**config.mk**
```make
export PLATFORM = sky130hd
export DESIGN_NAME = tcrp_timer
export DESIGN_NICKNAME = d
export VERILOG_FILES = /design/src/tcrp_pkg.sv /design/src/tcrp_edge_sync.sv /design/src/tcrp_timer.sv
export SDC_FILE = /design/constraint.sdc
export NUM_CORES = 1
export LEC_CHECK = 0
export BUFFER_PORTS_ARGS = -buffer_cell sky130_fd_sc_hd__buf_2
export CORE_UTILIZATION = 45
export DETAILED_ROUTE_END_ITERATION = 8
export PLACE_DENSITY = 0.7
export SYNTH_ARGS = -nofsm -noshare
export SYNTH_HDL_FRONTEND = slang
export SYNTH_HIERARCHICAL = 1
export SYNTH_SLANG_ARGS = --single-unit
```
**constraint.sdc**
```tcl
create_clock -name aclk -period 5.2 [get_ports aclk]
set_input_delay 0.78 -clock aclk [delete_from_list [all_inputs] [get_ports aclk]]
set_output_delay 0.78 -clock aclk [all_outputs]
set_load 0.05 [all_outputs]
```
**src/tcrp_pkg.sv**
```systemverilog
// Purpose: shared constants for the 8-bit reload/pwm timer-counter
// Assumes: 32-bit AXI4-Lite register access, 12-bit byte address
// Notes:   register byte address is four times its index
package tcrp_pkg;

   localparam int          AXI_AW      = 12;
   localparam int          AXI_DW      = 32;

   // register indices, byte address = index * 4
   localparam logic [9:0]  IDX_MODE    = 10'h0DA;
   localparam logic [9:0]  IDX_COUNT   = 10'h0DB;
   localparam logic [9:0]  IDX_RELOAD  = 10'h0CD;
   localparam logic [9:0]  IDX_STATUS  = 10'h0E0;

   // mode_control field positions
   localparam int          MODE_EN     = 7;
   localparam int          MODE_RATE_H = 6;
   localparam int          MODE_RATE_L = 4;
   localparam int          MODE_CKS    = 3;
   localparam int          MODE_ALOAD  = 2;
   localparam int          MODE_TOUT   = 1;
   localparam int          MODE_PWM    = 0;

   // status register field positions
   localparam int          STAT_FLAG   = 0;
   localparam int          STAT_IEN    = 1;
   localparam int          STAT_EVIRQ  = 2;

   localparam logic [7:0]  MODE_RST    = 8'h00;
   localparam logic [7:0]  COUNT_RST   = 8'h00;
   localparam logic [7:0]  RELOAD_RST  = 8'h00;
   localparam logic [7:0]  PRE_RST     = 8'h00;
   localparam logic [7:0]  FULL_SCALE  = 8'hFF;
   localparam logic [7:0]  ZERO_SCALE  = 8'h00;
   localparam logic [7:0]  ONE_STEP    = 8'h01;

   // pwm overflow boundaries as count masks
   localparam logic [7:0]  MASK_N256   = 8'hFF;
   localparam logic [7:0]  MASK_N64    = 8'h3F;
   localparam logic [7:0]  MASK_N32    = 8'h1F;
   localparam logic [7:0]  MASK_N16    = 8'h0F;

   localparam logic [7:0]  IRQ_VECTOR  = 8'h08;

   localparam logic [1:0]  RESP_OKAY   = 2'h0;
   localparam logic [1:0]  RESP_SLVERR = 2'h2;

endpackage

```
**src/tcrp_edge_sync.sv**
```systemverilog
// Purpose: synchronise the event pin and flag its falling edges
// Assumes: pin is asynchronous to aclk
// Notes:   fall_pulse lags the pin by three clock edges
module tcrp_edge_sync (
   input  wire logic aclk,
   input  wire logic aresetn,
   input  wire logic pin_in,
   output logic      fall_pulse
);
   import tcrp_pkg::*;

   logic meta_r;
   logic sync_r;
   logic prev_r;
   logic fall_r;
   logic meta_nxt;
   logic sync_nxt;
   logic prev_nxt;
   logic fall_nxt;

   ////////////////////////////////////////////////////////////////////////////
   always_comb begin
      meta_nxt = pin_in;
      sync_nxt = meta_r;
      prev_nxt = sync_r;
      // the second and third stages feed the edge detector
      fall_nxt = prev_r & ~sync_r;
   end

   always_ff @(posedge aclk) begin
      if (!aresetn) begin
         meta_r <= 1'b1;
         sync_r <= 1'b1;
         prev_r <= 1'b1;
         fall_r <= 1'b0;
      end else begin
         meta_r <= meta_nxt;
         sync_r <= sync_nxt;
         prev_r <= prev_nxt;
         fall_r <= fall_nxt;
      end
   end

   assign fall_pulse = fall_r;

endmodule

```
**src/tcrp_timer.sv**
```systemverilog
// Purpose: 8-bit up timer/counter with prescaler, reload, toggle and pwm output
// Assumes: aclk is the instruction clock, AXI4-Lite register access
// Notes:   one write and one read outstanding; registers sit in wdata[7:0]
//
// Added by the designer: the AXI4-Lite interface to the registers.

// Operation
// - count holds when disabled, steps when enabled
// - overflow when count wraps full to zero
// - overflow sets sticky flag, software clears
// - flag with enable requests vector 8 interrupt
// - reload by auto-reload bit, forced in pwm
// - reload write applies at next overflow, or at once to the pwm match while disabled
// - green mode keeps running, never wakes
// - source bit picks prescaler or event pin
// - rate field divides by 256 down to 2
// - without pwm counter spans 256 steps
// - pwm bit routes pwm to shared pin
// - toggle bit drives square wave when no pwm
// - auto-reload bit acts only without pwm; here in pwm it also picks the 32 or 16 boundary
// - event mode holds pin irq flag low
// - toggle output flips on every overflow
// - pwm high at period start, low on match
// - pwm boundary 256, 64, 32 or 16
// - event mode counts input falling edges
module tcrp_timer (
   input  wire logic                         aclk,
   input  wire logic                         aresetn,
   input  wire logic [tcrp_pkg::AXI_AW-1:0]  s_axi_awaddr,
   input  wire logic                         s_axi_awvalid,
   output logic                              s_axi_awready,
   input  wire logic [tcrp_pkg::AXI_DW-1:0]  s_axi_wdata,
   input  wire logic [3:0]                   s_axi_wstrb,
   input  wire logic                         s_axi_wvalid,
   output logic                              s_axi_wready,
   output logic [1:0]                        s_axi_bresp,
   output logic                              s_axi_bvalid,
   input  wire logic                         s_axi_bready,
   input  wire logic [tcrp_pkg::AXI_AW-1:0]  s_axi_araddr,
   input  wire logic                         s_axi_arvalid,
   output logic                              s_axi_arready,
   output logic [tcrp_pkg::AXI_DW-1:0]       s_axi_rdata,
   output logic [1:0]                        s_axi_rresp,
   output logic                              s_axi_rvalid,
   input  wire logic                         s_axi_rready,
   input  wire logic                         event_input_pin,
   output logic                              shared_output_pin_o,
   output logic                              shared_output_pin_oe,
   output logic                              irq_req,
   output logic [7:0]                        irq_vector,
   output logic                              wakeup_req
);
   import tcrp_pkg::*;

   ////////////////////////////////////////////////////////////////////////////
   // bus slave state
   logic                awready_r, awready_nxt;
   logic                wready_r,  wready_nxt;
   logic                bvalid_r,  bvalid_nxt;
   logic [1:0]          bresp_r,   bresp_nxt;
   logic                arready_r, arready_nxt;
   logic                rvalid_r,  rvalid_nxt;
   logic [1:0]          rresp_r,   rresp_nxt;
   logic [AXI_DW-1:0]   rdata_r,   rdata_nxt;
   logic                awheld_r,  awheld_nxt;
   logic                wheld_r,   wheld_nxt;
   logic [9:0]          waddr_r,   waddr_nxt;
   logic [7:0]          wdata_r,   wdata_nxt;
   logic                wstrb_r,   wstrb_nxt;
   // timer state
   logic [7:0]          mode_r,    mode_nxt;
   logic [7:0]          count_r,   count_nxt;
   logic [7:0]          staged_r,  staged_nxt;
   logic [7:0]          active_r,  active_nxt;
   logic [7:0]          pre_r,     pre_nxt;
   logic                flag_r,    flag_nxt;
   logic                ien_r,     ien_nxt;
   logic                evflag_r,  evflag_nxt;
   logic                tog_r,     tog_nxt;
   logic                pwm_r,     pwm_nxt;
   logic                pin_o_r,   pin_o_nxt;
   logic                pin_oe_r,  pin_oe_nxt;
   logic                irq_r,     irq_nxt;
   logic                wr_fire;
   logic                wr_hit;
   logic                wr_mode, wr_count, wr_reload, wr_status;
   logic                en, cks, aload, tout, pwm_en;
   logic [2:0]          rate;
   logic [7:0]          pmask;
   logic [7:0]          rmask;
   logic                pre_tick, ev_fall, tick, ovf, reload_act;
   ////////////////////////////////////////////////////////////////////////////
   // event pin synchroniser and edge detector
   tcrp_edge_sync u_edge (
      .aclk       (aclk),
      .aresetn    (aresetn),
      .pin_in     (event_input_pin),
      .fall_pulse (ev_fall)
   );

   ////////////////////////////////////////////////////////////////////////////
   // write decode: a write lands once address and data are both held
   assign wr_fire   = awheld_r & wheld_r & ~bvalid_r;
   assign wr_hit    = (waddr_r == IDX_MODE) | (waddr_r == IDX_COUNT) |
                      (waddr_r == IDX_RELOAD) | (waddr_r == IDX_STATUS);
   assign wr_mode   = wr_fire & wstrb_r & (waddr_r == IDX_MODE);
   assign wr_count  = wr_fire & wstrb_r & (waddr_r == IDX_COUNT);
   assign wr_reload = wr_fire & wstrb_r & (waddr_r == IDX_RELOAD);
   assign wr_status = wr_fire & wstrb_r & (waddr_r == IDX_STATUS);

   always_comb begin
      awheld_nxt  = awheld_r;
      wheld_nxt   = wheld_r;
      waddr_nxt   = waddr_r;
      wdata_nxt   = wdata_r;
      wstrb_nxt   = wstrb_r;
      bvalid_nxt  = bvalid_r;
      bresp_nxt   = bresp_r;
      rvalid_nxt  = rvalid_r;
      rresp_nxt   = rresp_r;
      rdata_nxt   = rdata_r;
      arready_nxt = arready_r | ~rvalid_r;                    // opens once reset is over
      if (s_axi_awvalid && awready_r) begin
         awheld_nxt = 1'b1;
         waddr_nxt  = s_axi_awaddr[AXI_AW-1:2];
      end
      if (s_axi_wvalid && wready_r) begin
         wheld_nxt = 1'b1;
         wdata_nxt = s_axi_wdata[7:0];
         wstrb_nxt = s_axi_wstrb[0];
      end
      if (wr_fire) begin
         awheld_nxt = 1'b0;
         wheld_nxt  = 1'b0;
         bvalid_nxt = 1'b1;
         bresp_nxt  = wr_hit ? RESP_OKAY : RESP_SLVERR;
      end else if (bvalid_r && s_axi_bready) begin
         bvalid_nxt = 1'b0;
      end
      // a channel reopens only after its response has been taken
      awready_nxt = ~awheld_nxt & ~bvalid_nxt;
      wready_nxt  = ~wheld_nxt & ~bvalid_nxt;
      if (s_axi_arvalid && arready_r) begin
         arready_nxt = 1'b0;
         rvalid_nxt  = 1'b1;
         rresp_nxt   = RESP_OKAY;
         case (s_axi_araddr[AXI_AW-1:2])
            IDX_MODE:   rdata_nxt = {24'h000000, mode_r};
            IDX_COUNT:  rdata_nxt = {24'h000000, count_r};
            // reload buffer is write-only
            IDX_RELOAD: rdata_nxt = 32'h00000000;
            IDX_STATUS: rdata_nxt = {29'h00000000, evflag_r, ien_r, flag_r};
            default: begin
               rdata_nxt = 32'h00000000;
               rresp_nxt = RESP_SLVERR;
            end
         endcase
      end else if (rvalid_r && s_axi_rready) begin
         rvalid_nxt  = 1'b0;
         arready_nxt = 1'b1;
      end
   end

   always_ff @(posedge aclk) begin
      if (!aresetn) begin
         awready_r <= 1'b0;
         wready_r  <= 1'b0;
         bvalid_r  <= 1'b0;
         bresp_r   <= RESP_OKAY;
         arready_r <= 1'b0;
         rvalid_r  <= 1'b0;
         rresp_r   <= RESP_OKAY;
         rdata_r   <= 32'h00000000;
         awheld_r  <= 1'b0;
         wheld_r   <= 1'b0;
         waddr_r   <= 10'h000;
         wdata_r   <= 8'h00;
         wstrb_r   <= 1'b0;
      end else begin
         awready_r <= awready_nxt;
         wready_r  <= wready_nxt;
         bvalid_r  <= bvalid_nxt;
         bresp_r   <= bresp_nxt;
         arready_r <= arready_nxt;
         rvalid_r  <= rvalid_nxt;
         rresp_r   <= rresp_nxt;
         rdata_r   <= rdata_nxt;
         awheld_r  <= awheld_nxt;
         wheld_r   <= wheld_nxt;
         waddr_r   <= waddr_nxt;
         wdata_r   <= wdata_nxt;
         wstrb_r   <= wstrb_nxt;
      end
   end

   ////////////////////////////////////////////////////////////////////////////
   // clock selection and overflow boundary
   assign en      = mode_r[MODE_EN];
   assign rate    = mode_r[MODE_RATE_H:MODE_RATE_L];
   assign cks     = mode_r[MODE_CKS];
   assign aload   = mode_r[MODE_ALOAD];
   assign tout    = mode_r[MODE_TOUT];
   assign pwm_en  = mode_r[MODE_PWM];
   assign pmask   = FULL_SCALE >> rate;
   assign pre_tick = (pre_r & pmask) == pmask;
   assign tick    = cks ? ev_fall : pre_tick;

   always_comb begin
      case ({pwm_en & ~cks, aload, tout})
         3'b101:  rmask = MASK_N64;
         3'b110:  rmask = MASK_N32;
         3'b111:  rmask = MASK_N16;
         default: rmask = MASK_N256;
      endcase
   end
   assign ovf        = en & tick & ((count_r & rmask) == rmask);
   assign reload_act = pwm_en | aload;

   ////////////////////////////////////////////////////////////////////////////
   // counter, flags and output pin
   always_comb begin
      mode_nxt   = mode_r;
      count_nxt  = count_r;
      staged_nxt = staged_r;
      active_nxt = active_r;
      flag_nxt   = flag_r;
      ien_nxt    = ien_r;
      evflag_nxt = evflag_r;
      tog_nxt    = tog_r;
      pwm_nxt    = pwm_r;
      // restart the prescaler so the first period after enabling is whole
      pre_nxt    = en ? pre_r + ONE_STEP : PRE_RST;
      if (ovf) begin
         active_nxt = staged_r;
         tog_nxt    = ~tog_r;
         pwm_nxt    = 1'b1;
         if (reload_act) begin
            count_nxt = pwm_en ? ZERO_SCALE : staged_r;
         end else begin
            count_nxt = count_r + ONE_STEP;
         end
      end else if (en && tick) begin
         count_nxt = count_r + ONE_STEP;
      end
      if (!ovf && en && pwm_en && ((count_r & rmask) == (active_r & rmask))) begin
         pwm_nxt = 1'b0;
      end
      if (wr_mode) begin
         mode_nxt = wdata_r;
      end
      // a software write to the count overrides the step in that cycle
      if (wr_count) begin
         count_nxt = wdata_r;
      end
      if (wr_reload) begin
         staged_nxt = wdata_r;
         if (!en) begin
            active_nxt = wdata_r;
         end
      end
      if (wr_status) begin
         ien_nxt    = wdata_r[STAT_IEN];
         flag_nxt   = flag_r & wdata_r[STAT_FLAG];
         evflag_nxt = evflag_r & wdata_r[STAT_EVIRQ];
      end
      // a set in the clearing cycle wins
      if (ovf) begin
         flag_nxt = 1'b1;
      end
      if (cks) begin
         evflag_nxt = 1'b0;
      end else if (ev_fall) begin
         evflag_nxt = 1'b1;
      end
      pin_o_nxt  = pwm_en ? pwm_r : tog_r;
      pin_oe_nxt = pwm_en | tout;
      irq_nxt    = flag_r & ien_r;
   end

   always_ff @(posedge aclk) begin
      if (!aresetn) begin
         mode_r   <= MODE_RST;
         count_r  <= COUNT_RST;
         staged_r <= RELOAD_RST;
         active_r <= RELOAD_RST;
         pre_r    <= PRE_RST;
         flag_r   <= 1'b0;
         ien_r    <= 1'b0;
         evflag_r <= 1'b0;
         tog_r    <= 1'b0;
         pwm_r    <= 1'b1;
         pin_o_r  <= 1'b0;
         pin_oe_r <= 1'b0;
         irq_r    <= 1'b0;
      end else begin
         mode_r   <= mode_nxt;
         count_r  <= count_nxt;
         staged_r <= staged_nxt;
         active_r <= active_nxt;
         pre_r    <= pre_nxt;
         flag_r   <= flag_nxt;
         ien_r    <= ien_nxt;
         evflag_r <= evflag_nxt;
         tog_r    <= tog_nxt;
         pwm_r    <= pwm_nxt;
         pin_o_r  <= pin_o_nxt;
         pin_oe_r <= pin_oe_nxt;
         irq_r    <= irq_nxt;
      end
   end

   ////////////////////////////////////////////////////////////////////////////
   assign s_axi_awready        = awready_r;
   assign s_axi_wready         = wready_r;
   assign s_axi_bvalid         = bvalid_r;
   assign s_axi_bresp          = bresp_r;
   assign s_axi_arready        = arready_r;
   assign s_axi_rvalid         = rvalid_r;
   assign s_axi_rresp          = rresp_r;
   assign s_axi_rdata          = rdata_r;
   assign shared_output_pin_o  = pin_o_r;
   assign shared_output_pin_oe = pin_oe_r;
   assign irq_req              = irq_r;
   // vector and wake line are constants; green mode changes nothing here
   assign irq_vector           = IRQ_VECTOR;
   assign wakeup_req           = 1'b0;
endmodule

```
[Yosys cells after proc, flatten, opt, wreduce, memory -nomap -nowiden]
Cells that the tools add are included.
Storage, ports and cells
  ROM bits: 0
  logic and storage cells: 129
  memory bits (writable): 0
  output and inout bits: 53
  bits in latches: 0
  register bits: 114
  memories kept: 0
  input bits: 68
Cells by class
  $add $sub $neg: 2
  bitwise logic cells: 34
  shifts and indexed selects: 1
  reductions and logical operators: 19
  equal/unequal tests: 14
  divide/modulo/power cells: 0
  mux-type cells: 29
  $mul: 0
  magnitude comparators: 0
Operators by type and width (number)
  $eq 10x8->1 const B: 8
  $mux 8: 8
  $pmux 8 s3: 2
  $and 8x8->8: 3
  $eq 8x8->1: 3
  $mux 1: 17
  $add 8x1->8 const B: 2
  $and 1x1->1: 16
  $eq 3x3->1 const B: 3
  $logic_and 1x1->1: 9
  $not 1->1: 9
  $reduce_bool 2->1: 4
  $shr 8x3->8 const A: 1
  $or 1x1->1: 6
  $mux 2: 2
  $reduce_or 2->1: 2
  $reduce_or 4->1: 1
  $reduce_bool 3->1: 1
  $reduce_and 2->1: 1
  $logic_not 1->1: 1

[Longest topological paths before layout]
  word-level depth: 12
  mapped depth: 7
  depth with buffers taken out: 6

[By module]
The synthesis kept the hierarchy.
Modules (own cells, without submodules)
  tcrp_timer: instances 1, sequential area each 1681.6 um^2, cells each 511, area an instance 4289.1 um^2
  tcrp_edge_sync: instances 1, sequential area each 80.1 um^2, cells each 8, area an instance 107.6 um^2

[Worst setup path before layout]
Ideal clock, no wire load.
  path type: input to register
  start point: input s_axi_araddr[2] in the netlist's numbering
  end point: register rdata_r[0], in the netlist s_axi_rdata[0]
  arrival: 1.807 ns
  buffers on the path: 1
  data required time: 5.068 ns
  slack: 3.261 ns
  library setup time: 0.132 ns
  stages: 5
  path through: clkbuf_1 > nor4b_1 > and3_1 > a221oi_1 > nor3_1
Between the ends
  word-level cells in the longest chain between the ends: 2
  elaborated cells between the ends (all ways): 4
  classes of those cells: eq/ne: 3; mux: 1
RTL lines
  from (decl): line tcrp_timer.sv:39  | input wire logic [tcrp_pkg::AXI_AW-1:0] s_axi_araddr,
  $eq 10x8->1: line tcrp_timer.sv:147  | case (s_axi_araddr[AXI_AW-1:2])
  $pmux 8 s3 *: line tcrp_timer.sv:147
  to (signal assigned): line tcrp_timer.sv:187  | rdata_r <= rdata_nxt;
  to (decl): line tcrp_timer.sv:64  | logic [AXI_DW-1:0] rdata_r, rdata_nxt;
Mark *: on every way between the ends. The rest lies on a longest branch, timed or not.
A chain may end at the register's enable or synchronous reset.

[Final worst setup path]
  start point: register mode_r[0]
  end point: register tog_r
Between the ends
  word-level cells in the longest chain between the ends: 6
  elaborated cells between the ends (all ways): 8
  classes of those cells: eq/ne: 4; mux: 1; bitwise: 3
RTL lines
  from (decl): line tcrp_timer.sv:71  | logic [7:0] mode_r, mode_nxt;
  from (signal assigned): line tcrp_timer.sv:296  | mode_r <= mode_nxt;
  $and 1x1->1 *: line tcrp_timer.sv:209  | case ({pwm_en & ~cks, aload, tout})
  $eq 3x3->1: line tcrp_timer.sv:209
  $pmux 8 s3 *: line tcrp_timer.sv:209
  $and 8x8->8: line tcrp_timer.sv:216  | assign ovf = en & tick & ((count_r & rmask) == rmask);
  $eq 8x8->1 *: line tcrp_timer.sv:216
  $and 1x1->1 *: line tcrp_timer.sv:216
  to (signal assigned): line tcrp_timer.sv:304  | tog_r <= tog_nxt;
  to (decl): line tcrp_timer.sv:79  | logic tog_r, tog_nxt;
Marks and branches as above.

==> results.yml <==
outcome:
  status: "completed"
place:
  place.gp.congestion: 0.966
  hpwlAfterDp_um: 7360
  port_buffers: 54
  pre_cts_ws_ns: 2.33
sta:
  setup_tns_ns: 0
  period_needed_ns: 2.49
  setup_viol: 0
  fin_crit_sh_pct: 47.9
  relSlewSlack_pct: 33.5
  tightest_slew_ns: 0.998
  slew_viol_final: 0
  skew_ns: 0.0112
  fin_ws_ns: 2.71
  hold_viol_final: 0
  grt_setup_unrepaired: "no"
  fmax_mhz: 402
clocking:
  clockBufferDepth: 2
  path_clk_slew_ns: 0.09
  clk_latency_ns: 0.37
  cts_tree: "done"
  numCtsBuffers: 9
  clock-sinks: 88
  cts_resized: 0
  cts_hold_buf: 0
  post-cts-setup-buffer-count: 0
  htreeDepth: 3
  cts_root_buf: "clkbuf_8"
yosys:
  synth_top_area_share_pct: 40.1
  synth_compound_area_share_pct: 17.2
  synth_edf_count: 0
  synth_seq_area_share_pct: 40.1
  synth_area_leaders: "dfxtp_1 40%, buf_4 6.1%, nand2_1 5.5%"
  postSynthCellCount: 519
  ys_types: 67
  synth_xor_xnor_area_share_pct: 3.19
  ys_ff_latch: 88
  synth_top_area_cell: "dfxtp_1"
  synth_top_family_by_area: "simple AND/OR/NAND/NOR gates"
  synth_mux_area_share_pct: 6.26
  synth_area_um2: 4400
  synth_simple_gate_area_share_pct: 23.3
  postSynthAreaPerCell_um2: 8.47
  ys_async_sr_fraction_pct: 0
  yosysWarnings: 6
  synth-main-ff-cell: "dfxtp_1"
  synth_fa_ha_area_share_pct: 0.569
floorplanning:
  rows: 35
  die_h_um: 101
  die_area_um2: 10200
  core_area_um2: 9370
  dieWidth_um: 101
  pin_count: 121
  start_util_pct: 46.9
worst_setup_path:
  crit_fanout: 15
  crit_chain: "and3b_2 -> a2bb2oi_2 -> nand3_1 -> or3_1 -> a21oi_1"
  start_kind: "register"
  r2r_end: "tog_r"
  arrival_ns: 2.79
  critical_path_class: "reg2reg"
  crit_end: "tog_r"
  worst_path_max_delay_cell: "dfxtp_1"
  critPathRequiredTime_ns: 5.50
  rrSetupSlack_ns: 2.71
  r2r_cells: 5
  crit_path_end_kind: "register"
  r2r_start: "mode_r[0]"
  crit_path_max_incr_delay_ns: 0.71
  crit_start: "mode_r[0]"
drt:
  ant_nets: 0
  viasPerCell: 5.51
  vias: 3802
  drc: 0
  drt_iter0_markers: 205
  wl_per_cell_um: 15.1
  first_pass_iters: 5
  routed_wl_um: 10400
layout:
  antenna_cells: 0
  nets: 626
  area_growth_syn_to_layout_pct: 8.85
  drive_gt1_share_pct: 16.4
  fillers: 915
  utilization_pct: 51.1
worst_hold_path:
  hold_depth: 1
  hp-class: "reg2reg"
global_route:
  antenna_found_initial: 0
  grt_pass1_vias: 3562
  grt_pass1_wl_um: 17500
  grt_max_degree: 36
  grt_usage_pct: 22.2
  gr-total-overflow: 0
pwr:
  leakagePower_nw: 1.91
  p_per_area_nw_per_um2: 280
  ir_drop_mv: 0.176
flow_run:
  maxCapViolations: 0
==> cells in the final DEF, fill, tap and decap left out, types with 3 or more instances in the layout <==
| master | netlist | layout |
|---|---|---|
| a211oi_1 | 3 | 3 |
| a21oi_1 | 36 | 36 |
| a221oi_1 | 3 | 3 |
| a31oi_1 | 11 | 11 |
| a32oi_1 | 3 | 3 |
| and2_1 | 3 | 3 |
| and3_1 | 7 | 7 |
| buf_2 | 8 | 54 |
| clkbuf_8 | 0 | 10 |
| conb_1 | 2 | 35 |
| dfxtp_1 | 88 | 88 |
| inv_1 | 4 | 4 |
| inv_6 | 0 | 3 |
| mux2_2 | 4 | 4 |
| mux2i_1 | 23 | 23 |
| nand2_1 | 64 | 64 |
| nand2b_1 | 6 | 6 |
| nand3_1 | 32 | 32 |
| nand4_1 | 7 | 7 |
| nor2_1 | 40 | 40 |
| nor2b_1 | 6 | 6 |
| nor3_1 | 8 | 8 |
| nor4b_1 | 3 | 3 |
| o2111ai_1 | 3 | 3 |
| o211ai_1 | 3 | 3 |
| o21a_1 | 3 | 3 |
| o21ai_0 | 16 | 16 |
| o21ai_1 | 14 | 14 |
| o31ai_1 | 3 | 3 |
| or2_2 | 4 | 4 |
| or3_1 | 4 | 4 |
| xnor2_1 | 8 | 8 |
| xor2_1 | 8 | 8 |
==> state kept, by name, indices dropped and copies added (netlist names), 8 cells and up <==
| name | cells |
|---|---|
| waddr_r | 10 |
| active_r | 8 |
| count_r | 8 |
| mode_r | 8 |
| pre_r | 8 |
| s_axi_rdata | 8 |
| staged_r | 8 |
| wdata_r | 8 |
==> final cells by class <==
cell class | instances | area [um^2] | share of cell area, %
inverters | 5 | 18.8 | 0.392
repair buffers | 55 | 278 | 5.80
flip-flops and latches | 88 | 1760 | 36.8
clock inverters | 6 | 73.8 | 1.54
multi-input cells | 397 | 2350 | 49.2
well taps | 129 | 161 | 3.37
clock buffers | 10 | 138 | 2.88
==> worst min path at each step <==
| stage | endpoint | slack (ns) | from |
|---|---|---|---|
| after floorplan | u_edge/prev_nxt | 0.39 | u_edge/meta_r |
| after global placement | u_edge/prev_nxt | 0.40 | u_edge/meta_r |
| after detailed placement | u_edge/prev_nxt | 0.40 | u_edge/meta_r |
| after CTS | u_edge/prev_nxt | 0.43 | u_edge/meta_r |
| after global routing | u_edge/prev_nxt | 0.45 | u_edge/meta_r |
| final | u_edge/prev_nxt | 0.42 | u_edge/meta_r |
==> synthesized netlist by cell type (all sizes together), types with 4 or more instances <==
cell type,n
a211oi,4
clkbuf,12
nor2,41
nor2b,6
a21oi,36
a31oi,11
xnor2,8
nand2b,6
or2,4
dfxtp,88
inv,5
and3,7
xor2,8
nand3,32
nor3,10
nand2,64
mux2i,23
o21ai,30
buf,50
o31ai,4
mux2,4
nand4,7
or3,4
==> stage by stage <==
| stage | power (mW) | hold slack [ns] | cells | cell area [um^2] |
|---|---|---|---|---|
| global route | 1.40 | 0.447 | 690 | 4790 |
| finish | 1.34 | 0.418 | 690 | 4790 |
| CTS | 1.35 | 0.427 | 690 | 4790 |
| floorplan | 0.845 | 0.386 | 552 | 4520 |
| detailed placement | 0.857 | 0.400 | 674 | 4570 |
| global placement | 0.854 | 0.398 | 674 | 4570 |
==> critical path: cells and delay by family, from the launching register on <==
kind	cells	cell delay [ns]
AO/OA/AOI/OAI	2	0.40
AND/OR/NAND/NOR	3	1.29
flip-flops	1	0.71
==> power by group <==
| group | switching, mW | total [mW] | internal, mW |
|---|---|---|---|
| registers | 0.0147 | 0.703 | 0.688 |
| clock network | 0.260 | 0.502 | 0.242 |
| logic | 0.109 | 0.138 | 0.0291 |
| total | 0.383 | 1.34 | 0.959 |
==> logic make-up (layout without fill, tap and decap cells) <==
kind of cell	after synthesis	in the layout
AOI/OAI and AO/OA	116	116
xor gates and xnor gates	16	16
adders and majority gates	2	2
buffers and inverters	67	76
DFF	88	88
muxes	27	27
other	2	35
and+or+nand+nor	201	201
==> metal layers <==
layer / global-route usage, % / part of all wire [%] / vias up
li1: - / - / 1852
met1: 29.7 / 45 / 1765
met2: 35.4 / 46 / 168
met3: 4.02 / 7.2 / 17
met4: 9.03 / 2.1 / 0
met5: 0 / 0 / -
Power figures use the tool's default switching activity.
